$ cat src/clkgen_consts.vh
// Purpose: Shared constants for the system clock select and synthesizer control block
// Assumes: Included by bare name from each design file
// Notes: Offsets are AXI4-Lite byte addresses (index times four)
`ifndef CLKGEN_CONSTS_VH
`define CLKGEN_CONSTS_VH

// ----------------------------------------
// Register indices and byte addresses
// ----------------------------------------
`define SYS_CLK_CTRL_IDX 8'h8a
`define SYNTH_CTRL_IDX 8'ha7
`define WAKE_CTRL_IDX 8'hb0
`define SYS_CLK_CTRL_ADDR 10'h228
`define SYNTH_CTRL_ADDR 10'h29c
`define WAKE_CTRL_ADDR 10'h2c0

// ----------------------------------------
// Reset values
// ----------------------------------------
`define SYS_CLK_CTRL_RST 8'h04
`define SYNTH_CTRL_RST 8'h00

// ----------------------------------------
// System clock control fields
// ----------------------------------------
`define SCC_STOP_DEPTH 7
`define SCC_DIV_HI 6
`define SCC_DIV_LO 5
`define SCC_SCHEME 4
`define SCC_RC_HALT 3
`define SCC_XTAL_HALT 2
`define SCC_SRC_HI 1
`define SCC_SRC_LO 0

// ----------------------------------------
// Synthesizer control fields
// ----------------------------------------
`define SYN_STATUS 7
`define SYN_OUT_SEL 6
`define SYN_REG_SEL 5
`define SYN_FB_HI 4
`define SYN_FB_LO 3
`define SYN_PD_HI 2
`define SYN_PD_LO 1
`define SYN_ENABLE 0

// ----------------------------------------
// Source codes and constants
// ----------------------------------------
`define SRC_INTERNAL_RC_OSCILLATOR 2'h0
`define SRC_XTAL 2'h1
`define SRC_SUB_SYNTH 2'h2
`define SRC_RING 2'h3
`define STOP_DEEP_POWER_CONTROL_REGISTER 8'h03
`define STOP_LIGHT_POWER_CONTROL_REGISTER 8'h01
`define FB_RATIO_0 10'd616
`define FB_RATIO_1 10'd512
`define FB_RATIO_2 10'd450
`define FB_RATIO_3 10'd338
`define SYNTH_OFF_SUB_CYCLES 2'd2
`define REF_FREQ_HZ 32768

`endif

$ cat src/clk_divider.v
// Purpose: Power-of-two clock enable divider (1, 2, 4, 8)
// Assumes: tick_in is a one-cycle strobe of the source clock
// Notes: Output is a strobe, not a derived clock, to avoid gated clock skew
`timescale 1ns/100ps
`include "clkgen_consts.vh"
module clk_divider (
   aclk,
   aresetn,
   tick_in,
   div_sel,
   tick_out
);
   input wire aclk;
   input wire aresetn;
   input wire tick_in;
   input wire [1:0] div_sel;
   output reg tick_out;

   reg [2:0] cnt_ff;
   reg [2:0] limit;

   always @* begin
      case (div_sel)
         2'h0: limit = 3'h0;
         2'h1: limit = 3'h1;
         2'h2: limit = 3'h3;
         default: limit = 3'h7;
      endcase
   end

   always @(posedge aclk) begin
      if (!aresetn) begin
         cnt_ff <= 3'h0;
         tick_out <= 1'b0;
      end else begin
         tick_out <= 1'b0;
         if (tick_in) begin
            if (cnt_ff >= limit) begin
               cnt_ff <= 3'h0;
               tick_out <= 1'b1;
            end else begin
               cnt_ff <= cnt_ff + 3'h1;
            end
         end
      end
   end
endmodule // clk_divider

$ cat src/synth_disable_timer.v
// Purpose: Counts sub-oscillator ticks needed to complete a synthesizer disable
// Assumes: sub_tick is a one-cycle strobe per sub-oscillator period
// Notes: running stays high until the count finishes
`timescale 1ns/100ps
`include "clkgen_consts.vh"
module synth_disable_timer (
   aclk,
   aresetn,
   start,
   sub_tick,
   running
);
   input wire aclk;
   input wire aresetn;
   input wire start;
   input wire sub_tick;
   output wire running;

   reg [1:0] cnt_ff;

   assign running = (cnt_ff != 2'h0);

   always @(posedge aclk) begin
      if (!aresetn) begin
         cnt_ff <= 2'h0;
      end else if (start) begin
         cnt_ff <= `SYNTH_OFF_SUB_CYCLES;
      end else if (running && sub_tick) begin
         cnt_ff <= cnt_ff - 2'h1;
      end
   end
endmodule // synth_disable_timer

$ cat src/sys_clk_ctrl.v
// Purpose: System clock source select, oscillator gating and synthesizer control
// Assumes: Oscillator ticks are strobes synchronous to aclk
// Notes: Registers reached over AXI4-Lite, one aligned word each
//
// Functional notes
// RQ1: Reset selects internal RC, divide by one
// RQ2: Ring oscillator clocks timer, watchdog, debounce
// RQ3: RC divider 1/2/4/8, only for RC source
// RQ4: Scheme 0: selection applied on stop wake
// RQ5: Scheme 1: changes applied at once
// RQ6: Software keeps other fields when clearing scheme
// RQ7: RC halt bit acts only in scheme 1
// RQ8: Crystal halt resets 1, forced by fuse
// RQ9: Source select picks RC, crystal, sub/synth, ring
// RQ10: Stop depth only valid with power control 0x03
// RQ11: Status shows bypass or synthesized output
// RQ12: Output select; set on low-power interrupt
// RQ13: Enabled synthesizer core runs during bypass
// RQ14: Regulator select low-current or main in bypass
// RQ15: Feedback ratio 616/512/450/338
// RQ16: Post divider 1/2/4/8
// RQ17: Disable completes after two sub cycles
// RQ18: Sub-active: source 10, select 0, enable 0
// RQ19: Output frequency is reference times ratio over divider
`timescale 1ns/100ps
`include "clkgen_consts.vh"
module sys_clk_ctrl (
   aclk,
   aresetn,
   awaddr,
   awvalid,
   awready,
   wdata,
   wstrb,
   wvalid,
   wready,
   bresp,
   bvalid,
   bready,
   araddr,
   arvalid,
   arready,
   rdata,
   rresp,
   rvalid,
   rready,
   rc_tick,
   xtal_tick,
   sub_tick,
   synth_tick,
   ring_tick,
   crystal_input_fuse,
   power_control_register,
   stop_wake,
   low_power_irq,
   sys_clk_tick,
   sys_src,
   ring_osc_clock,
   rc_osc_run,
   xtal_osc_run,
   synth_core_run,
   synth_bypass,
   main_regulator_on,
   sub_regulator_on,
   stop_deep,
   sub_active,
   feedback_ratio,
   post_divider,
   synth_freq_hz
);
   input wire aclk;
   input wire aresetn;
   input wire [31:0] awaddr;
   input wire awvalid;
   output wire awready;
   input wire [31:0] wdata;
   input wire [3:0] wstrb;
   input wire wvalid;
   output wire wready;
   output reg [1:0] bresp;
   output reg bvalid;
   input wire bready;
   input wire [31:0] araddr;
   input wire arvalid;
   output wire arready;
   output reg [31:0] rdata;
   output reg [1:0] rresp;
   output reg rvalid;
   input wire rready;
   input wire rc_tick;
   input wire xtal_tick;
   input wire sub_tick;
   input wire synth_tick;
   input wire ring_tick;
   input wire crystal_input_fuse;
   input wire [7:0] power_control_register;
   input wire stop_wake;
   input wire low_power_irq;
   output wire sys_clk_tick;
   output reg [1:0] sys_src;
   output wire ring_osc_clock;
   output reg rc_osc_run;
   output reg xtal_osc_run;
   output reg synth_core_run;
   output reg synth_bypass;
   output reg main_regulator_on;
   output reg sub_regulator_on;
   output reg stop_deep;
   output reg sub_active;
   output reg [9:0] feedback_ratio;
   output reg [3:0] post_divider;
   output reg [31:0] synth_freq_hz;

   // ----------------------------------------
   // Registers
   // ----------------------------------------
   reg [7:0] sys_ctrl_ff;
   reg [7:0] synth_ctrl_ff;
   reg [1:0] div_act_ff;
   reg rc_halt_act_ff;
   reg xtal_halt_act_ff;
   reg wake_pend_ff;
   reg [31:0] awaddr_ff;
   reg aw_held_ff;
   reg [31:0] wdata_ff;
   reg [3:0] wstrb_ff;
   reg w_held_ff;
   reg synth_en_d_ff;

   wire do_write;
   wire [31:0] wr_addr;
   wire [31:0] wr_data;
   wire [3:0] wr_strb;
   wire wr_sys;
   wire wr_synth;
   wire wr_wake;
   wire scheme_sw;
   wire rc_div_tick;
   wire rc_gated_tick;
   wire disable_busy;
   wire [7:0] nxt_sys_ctrl;
   wire [7:0] nxt_synth_ctrl;
   wire synth_active;
   wire [31:0] vco_freq;

   // ----------------------------------------
   // AXI4-Lite write channel
   // ----------------------------------------
   // Address and data are latched independently so either may come first
   assign awready = !aw_held_ff && !bvalid;
   assign wready = !w_held_ff && !bvalid;
   assign wr_addr = aw_held_ff ? awaddr_ff : awaddr;
   assign wr_data = w_held_ff ? wdata_ff : wdata;
   assign wr_strb = w_held_ff ? wstrb_ff : wstrb;
   assign do_write = (aw_held_ff || (awvalid && awready)) &&
                     (w_held_ff || (wvalid && wready));
   assign wr_sys = do_write && (wr_addr[9:2] == `SYS_CLK_CTRL_IDX) && wr_strb[0];
   assign wr_synth = do_write && (wr_addr[9:2] == `SYNTH_CTRL_IDX) && wr_strb[0];
   assign wr_wake = do_write && (wr_addr[9:2] == `WAKE_CTRL_IDX) && wr_strb[0];

   always @(posedge aclk) begin
      if (!aresetn) begin
         aw_held_ff <= 1'b0;
         w_held_ff <= 1'b0;
         awaddr_ff <= 32'h00000000;
         wdata_ff <= 32'h00000000;
         wstrb_ff <= 4'h0;
         bvalid <= 1'b0;
         bresp <= 2'h0;
      end else begin
         if (do_write) begin
            aw_held_ff <= 1'b0;
            w_held_ff <= 1'b0;
            bvalid <= 1'b1;
            if (wr_addr[31:10] == 22'h000000 &&
                (wr_addr[9:2] == `SYS_CLK_CTRL_IDX || wr_addr[9:2] == `SYNTH_CTRL_IDX ||
                 wr_addr[9:2] == `WAKE_CTRL_IDX)) begin
               bresp <= 2'h0;
            end else begin
               bresp <= 2'h2;
            end
         end else begin
            if (awvalid && awready) begin
               aw_held_ff <= 1'b1;
               awaddr_ff <= awaddr;
            end
            if (wvalid && wready) begin
               w_held_ff <= 1'b1;
               wdata_ff <= wdata;
               wstrb_ff <= wstrb;
            end
            if (bvalid && bready) begin
               bvalid <= 1'b0;
            end
         end
      end
   end

   // ----------------------------------------
   // AXI4-Lite read channel
   // ----------------------------------------
   assign arready = !rvalid;

   always @(posedge aclk) begin
      if (!aresetn) begin
         rvalid <= 1'b0;
         rdata <= 32'h00000000;
         rresp <= 2'h0;
      end else if (arvalid && arready) begin
         rvalid <= 1'b1;
         rresp <= 2'h0;
         if (araddr[31:10] != 22'h000000) begin
            rdata <= 32'h00000000;
            rresp <= 2'h2;
         end else if (araddr[9:2] == `SYS_CLK_CTRL_IDX) begin
            rdata <= {24'h000000, sys_ctrl_ff};
         end else if (araddr[9:2] == `SYNTH_CTRL_IDX) begin
            rdata <= {24'h000000, synth_active, synth_ctrl_ff[6:0]}; // see RQ11
         end else if (araddr[9:2] == `WAKE_CTRL_IDX) begin
            rdata <= {30'h00000000, disable_busy, wake_pend_ff};
         end else begin
            rdata <= 32'h00000000;
            rresp <= 2'h2;
         end
      end else if (rvalid && rready) begin
         rvalid <= 1'b0;
      end
   end

   // ----------------------------------------
   // Control registers
   // ----------------------------------------
   // Crystal halt is pinned high while the fuse disables the crystal input
   assign nxt_sys_ctrl = {wr_data[7:3],
                          wr_data[`SCC_XTAL_HALT] | !crystal_input_fuse,
                          wr_data[1:0]}; // see RQ8
   assign nxt_synth_ctrl = {1'b0, wr_data[6:0]};
   assign scheme_sw = sys_ctrl_ff[`SCC_SCHEME];

   always @(posedge aclk) begin
      if (!aresetn) begin
         sys_ctrl_ff <= `SYS_CLK_CTRL_RST; // see RQ1
         synth_ctrl_ff <= `SYNTH_CTRL_RST;
      end else begin
         if (wr_sys) begin
            sys_ctrl_ff <= nxt_sys_ctrl;
         end else if (!crystal_input_fuse) begin
            sys_ctrl_ff[`SCC_XTAL_HALT] <= 1'b1; // see RQ8
         end
         // Hardware set wins over a simultaneous software write
         if (wr_synth) begin
            synth_ctrl_ff <= nxt_synth_ctrl;
         end
         if (low_power_irq && (sub_active || stop_wake)) begin
            synth_ctrl_ff[`SYN_OUT_SEL] <= 1'b1; // see RQ12
         end
      end
   end

   // ----------------------------------------
   // Applied clock selection
   // ----------------------------------------
   always @(posedge aclk) begin
      if (!aresetn) begin
         sys_src <= `SRC_INTERNAL_RC_OSCILLATOR; // see RQ1
         div_act_ff <= 2'h0;
         rc_halt_act_ff <= 1'b0;
         xtal_halt_act_ff <= 1'b1;
         wake_pend_ff <= 1'b0;
      end else begin
         if (scheme_sw) begin
            sys_src <= sys_ctrl_ff[`SCC_SRC_HI:`SCC_SRC_LO]; // see RQ5
            div_act_ff <= sys_ctrl_ff[`SCC_DIV_HI:`SCC_DIV_LO]; // see RQ5
            rc_halt_act_ff <= sys_ctrl_ff[`SCC_RC_HALT]; // see RQ7
            xtal_halt_act_ff <= sys_ctrl_ff[`SCC_XTAL_HALT]; // see RQ8
            wake_pend_ff <= 1'b0;
         end else begin
            rc_halt_act_ff <= 1'b0;
            xtal_halt_act_ff <= !crystal_input_fuse;
            if (stop_wake) begin
               sys_src <= sys_ctrl_ff[`SCC_SRC_HI:`SCC_SRC_LO]; // see RQ4
               div_act_ff <= sys_ctrl_ff[`SCC_DIV_HI:`SCC_DIV_LO]; // see RQ4
               wake_pend_ff <= 1'b0;
            end
            // A write in the wake cycle missed this wake, so it stays pending
            if (wr_sys) begin
               wake_pend_ff <= 1'b1;
            end
         end
      end
   end

   // ----------------------------------------
   // System clock strobe
   // ----------------------------------------
   assign rc_gated_tick = rc_tick && rc_osc_run;

   clk_divider u_rc_div (
      .aclk(aclk),
      .aresetn(aresetn),
      .tick_in(rc_gated_tick),
      .div_sel(div_act_ff),
      .tick_out(rc_div_tick)
   ); // see RQ3

   // Divider only matters on the RC path
   assign sys_clk_tick = (sys_src == `SRC_INTERNAL_RC_OSCILLATOR) ? rc_div_tick :
                         (sys_src == `SRC_XTAL) ? (xtal_tick && xtal_osc_run) :
                         (sys_src == `SRC_SUB_SYNTH) ? (synth_bypass ? sub_tick : synth_tick) :
                         ring_tick; // see RQ3 RQ9
   assign ring_osc_clock = ring_tick; // see RQ2

   // ----------------------------------------
   // Synthesizer control
   // ----------------------------------------
   assign synth_active = synth_ctrl_ff[`SYN_ENABLE] && synth_ctrl_ff[`SYN_OUT_SEL]; // see RQ11

   always @(posedge aclk) begin
      if (!aresetn) begin
         synth_en_d_ff <= 1'b0;
      end else begin
         synth_en_d_ff <= synth_ctrl_ff[`SYN_ENABLE];
      end
   end

   synth_disable_timer u_off_timer (
      .aclk(aclk),
      .aresetn(aresetn),
      .start(synth_en_d_ff && !synth_ctrl_ff[`SYN_ENABLE]),
      .sub_tick(sub_tick),
      .running(disable_busy)
   ); // see RQ17

   always @* begin
      case (synth_ctrl_ff[`SYN_FB_HI:`SYN_FB_LO])
         2'h0: feedback_ratio = `FB_RATIO_0; // see RQ15
         2'h1: feedback_ratio = `FB_RATIO_1;
         2'h2: feedback_ratio = `FB_RATIO_2;
         default: feedback_ratio = `FB_RATIO_3;
      endcase
      case (synth_ctrl_ff[`SYN_PD_HI:`SYN_PD_LO])
         2'h0: post_divider = 4'h1; // see RQ16
         2'h1: post_divider = 4'h2;
         2'h2: post_divider = 4'h4;
         default: post_divider = 4'h8;
      endcase
   end

   assign vco_freq = `REF_FREQ_HZ * {22'h000000, feedback_ratio};

   always @(posedge aclk) begin
      if (!aresetn) begin
         rc_osc_run <= 1'b1;
         xtal_osc_run <= 1'b0;
         synth_core_run <= 1'b0;
         synth_bypass <= 1'b1;
         main_regulator_on <= 1'b1;
         sub_regulator_on <= 1'b0;
         stop_deep <= 1'b0;
         sub_active <= 1'b0;
         synth_freq_hz <= 32'h00000000;
      end else begin
         rc_osc_run <= !rc_halt_act_ff; // see RQ7
         xtal_osc_run <= !xtal_halt_act_ff; // see RQ8
         // Core keeps running even while the bypass path is selected
         // Delayed enable bridges the cycle before the disable timer starts
         synth_core_run <= synth_ctrl_ff[`SYN_ENABLE] || synth_en_d_ff ||
                           disable_busy; // see RQ13 RQ17
         synth_bypass <= !synth_active; // see RQ12
         sub_active <= (sys_src == `SRC_SUB_SYNTH) && !synth_ctrl_ff[`SYN_OUT_SEL] &&
                       !synth_ctrl_ff[`SYN_ENABLE]; // see RQ18
         if ((sys_src == `SRC_SUB_SYNTH) && !synth_ctrl_ff[`SYN_OUT_SEL]) begin
            main_regulator_on <= synth_ctrl_ff[`SYN_ENABLE] &&
                                 synth_ctrl_ff[`SYN_REG_SEL]; // see RQ14
            sub_regulator_on <= !(synth_ctrl_ff[`SYN_ENABLE] &&
                                  synth_ctrl_ff[`SYN_REG_SEL]); // see RQ14 RQ18
         end else begin
            main_regulator_on <= 1'b1;
            sub_regulator_on <= 1'b0;
         end
         // Stop depth is meaningful only for the deep power-control code
         stop_deep <= (power_control_register == `STOP_DEEP_POWER_CONTROL_REGISTER) &&
                      !sys_ctrl_ff[`SCC_STOP_DEPTH]; // see RQ10
         synth_freq_hz <= synth_active ? (vco_freq >> (synth_ctrl_ff[`SYN_PD_HI:`SYN_PD_LO])) :
                          `REF_FREQ_HZ; // see RQ19
      end
   end
endmodule // sys_clk_ctrl

$ cat config.mk
export PLATFORM = sky130hd
export DESIGN_NAME = sys_clk_ctrl
export DESIGN_NICKNAME = d
export VERILOG_FILES = /design/src/clk_divider.v /design/src/synth_disable_timer.v /design/src/sys_clk_ctrl.v
export VERILOG_INCLUDE_DIRS = /design/src
export SDC_FILE = /design/constraint.sdc
export NUM_CORES = 1
export LEC_CHECK = 0
export BUFFER_PORTS_ARGS = -buffer_cell sky130_fd_sc_hd__buf_2
export CORE_ASPECT_RATIO = 1.4
export CORE_MARGIN = 2
export CORE_UTILIZATION = 45
export CTS_CLUSTER_DIAMETER = 200
export CTS_CLUSTER_SIZE = 28
export DETAILED_ROUTE_END_ITERATION = 8
export PLACE_DENSITY_LB_ADDON = 0.05
export SYNTH_ARGS = -nofsm -noshare
export SYNTH_HDL_FRONTEND = slang
export SYNTH_SLANG_ARGS = --single-unit
export TNS_END_PERCENT = 5
$ cat constraint.sdc
create_clock -name aclk -period 2 [get_ports aclk]
set_input_delay 0.2 -clock aclk [delete_from_list [all_inputs] [get_ports aclk]]
set_output_delay 0.2 -clock aclk [all_outputs]
set_load 0.05 [all_outputs]
==> run metrics <==
status finished, final reports clean; largest net degree at the start of global routing 74; Mean Syn Cell Area 8.51 sq um; sequential-to-total area share from yosys stat 42.8%; number of setup buffers added after CTS 0; Sum Neg Setup Slack 0 ns; Starting Density 46.1%; static leakage 2.59 nW; multiplexer share of the synthesized area 8.59%; Resized Gates After CTS 0; Synth Cell Area 4780 sq um; Post-synth top flop dfxtp_1; final setup margin 0.177 ns; Clk Latency, worst-skew pair 0.34 ns; Tcrit/Tclk final 91.2%; commonest cells after routing, fill and taps aside buf_2, dfxtp_1, nand2_1; TritonCTS clock tree yes; largest family of logic cells by synthesized area simple AND/OR/NAND/NOR gates; initial antenna violation count 0; Die X 91.1 microns; Ys Warns 0; core footprint 10,300 sq um; dpl cell area 5500 sq um; Layout Skew 0.00805 ns; H-tree depth 3; vias in the first global route 3,818; CTS clk-pin slew, worst paths 0.07 ns; first-pass GRT wire length 17,700 microns; final WL 10,900 microns; FFs w/ async S/R, synth 0%; TritonRoute pass-1 iters 4; f_max 548 MHz; CP max FO 2; Longest Clk Path Bufs 2; gp weighted congestion 0.810; max-cap violation count 0; Final Cell Area 5800 sq um; Synth Area in Compound Gates 11.9%; crit path DAT 2.02 ns; Synth Area in Simple Gates 23.0%; 1st-iter DRT viols 137; leading cell type in the layout, fill and taps excluded buf_2; cts bufs inserted 9; worst slack, placed 0.161 ns; post-route ant nets 0; Worst Tran Pin Value 0.786 ns; grt ovf 0; peak supply drop 0.000481 V; Synth Area in Adders 1.31%; GRT Overall Usage 18.8%; Period minus WS final 1.82 ns; Power Density 792 nW/um^2; Post-synth EDFFs 0; Synth Area in XOR/XNOR 0.734%; fraction of layout cells with a size suffix above 1 27.5%; drt wl/cell 13.0 microns; die area 11,500 sq um; Non-Filler Instances 841; Gate Count Post-Synth 561; startpoint types register; #FFs+latches synth 102; WP data required 2.20 ns; Ports 222; Die Height 126 microns; Vias/cell 4.96; Clock Tree Root clkbuf_16; post-synth cell types 53; Slew Limit Fails 0; row count 44; Rel. slew slack 47.6%; Crit. End Element register; Final Hold Vio Count 0; Area Overhead vs Synth 21.4%; antenna fix cells 0; placed instance count 825; Nets 826; # clock sinks 102; DP HPWL 8200 microns; number of remaining DRC errors 0; I/O Buffers 142; Worst Hold Class primary input to register; DR vias 4,174; hold-fix buffers at CTS 0; unrepaired setup endpoints after global routing false; critical path type register to register; Setup violations, final 0
[cells in the mapped netlist (8+ instances only)]
cell type  number  area, sq um
dfxtp_1       102         2040
nor3b_1         8         60.1
nor4_1         16          100
clkbuf_1       26         97.6
a21oi_1        52          260
mux2i_1        32          320
o21ai_0        14         70.1
and3_1          9         56.3
nand2_1        76          285
nor3_1          8         40.0
inv_1          14         52.6
nor2_1         55          206
buf_4          51          383
[worst paths after layout]
kind / from / end / depth (start not counted) / slack (ns)
setup / recovery: awaddr_ff[23] / bresp[1] / 5 / 0.18
hold / removal: power_control_register[7] / stop_deep / 2 / 0.02
setup reg to reg: awaddr_ff[23] / bresp[1] / 5 / 0.18
hold reg to reg: rc_halt_act_ff / rc_osc_run / 1 / 0.39
[sequential cells by signal, summed over array words and instances (netlist names), 2 cells and up]
signal	count
awaddr_ff	30
div_act_ff	2
rdata	8
synth_ctrl_ff	7
synth_freq_hz	12
sys_ctrl_ff	8
sys_src	2
u_off_timer.cnt_ff	2
u_rc_div.cnt_ff	3
wdata_ff	8
[per-layer routing]
metal / wire length, microns / up-vias / GRT usage, %
met5: 0 / - / 0
met4: 102 / 0 / 5.26
met3: 679 / 7 / 5.32
met2: 5370 / 126 / 33.2
met1: 4780 / 1932 / 22.2
li1: - / 2109 / -
[worst max-delay path: stages (launching register included)]
cell and delay (ns):
dfxtp_1 0.31, nor4_1 0.33, nand4_1 0.14, or4b_2 0.63, o41ai_1 0.11, a41oi_1 0.16
[area by class of cell]
type,instances,area (sq um)
flip-flops and latches,102,2040
clock inverters,3,17.5
repair buffers,159,863
fillers,1028,4550
well taps,138,173
multi-input cells,410,2370
clock buffers,13,270
inverters,16,60.1
[through the flow]
step                total power (W)  util, %  hold WS [ns]
floorplan                   0.00282        -         0.276
global placement            0.00295     53.2         0.366
detailed placement          0.00297     53.2         0.369
CTS                         0.00464     55.9        0.0110
global route                0.00479     56.0        0.0194
finish                      0.00459     56.0        0.0189
[cell families (layout without fill, tap and decap cells)]
group                      Yosys count  in the layout
and+or+nand+nor                    217            217
DFF                                102            102
AOI/OAI and AO/OA                   96             96
buffers and inverters               96            191
muxes                               40             40
adders and majority gates            5              5
xor gates and xnor gates             4              4
other                                1             48
[where the power goes]
part	switching (W)	internal, W
clock network	0.000725	0.000942
logic	0.000531	0.000238
registers	0.0000501	0.00210
total	0.00131	0.00328
Power figures use the tool's default switching activity.
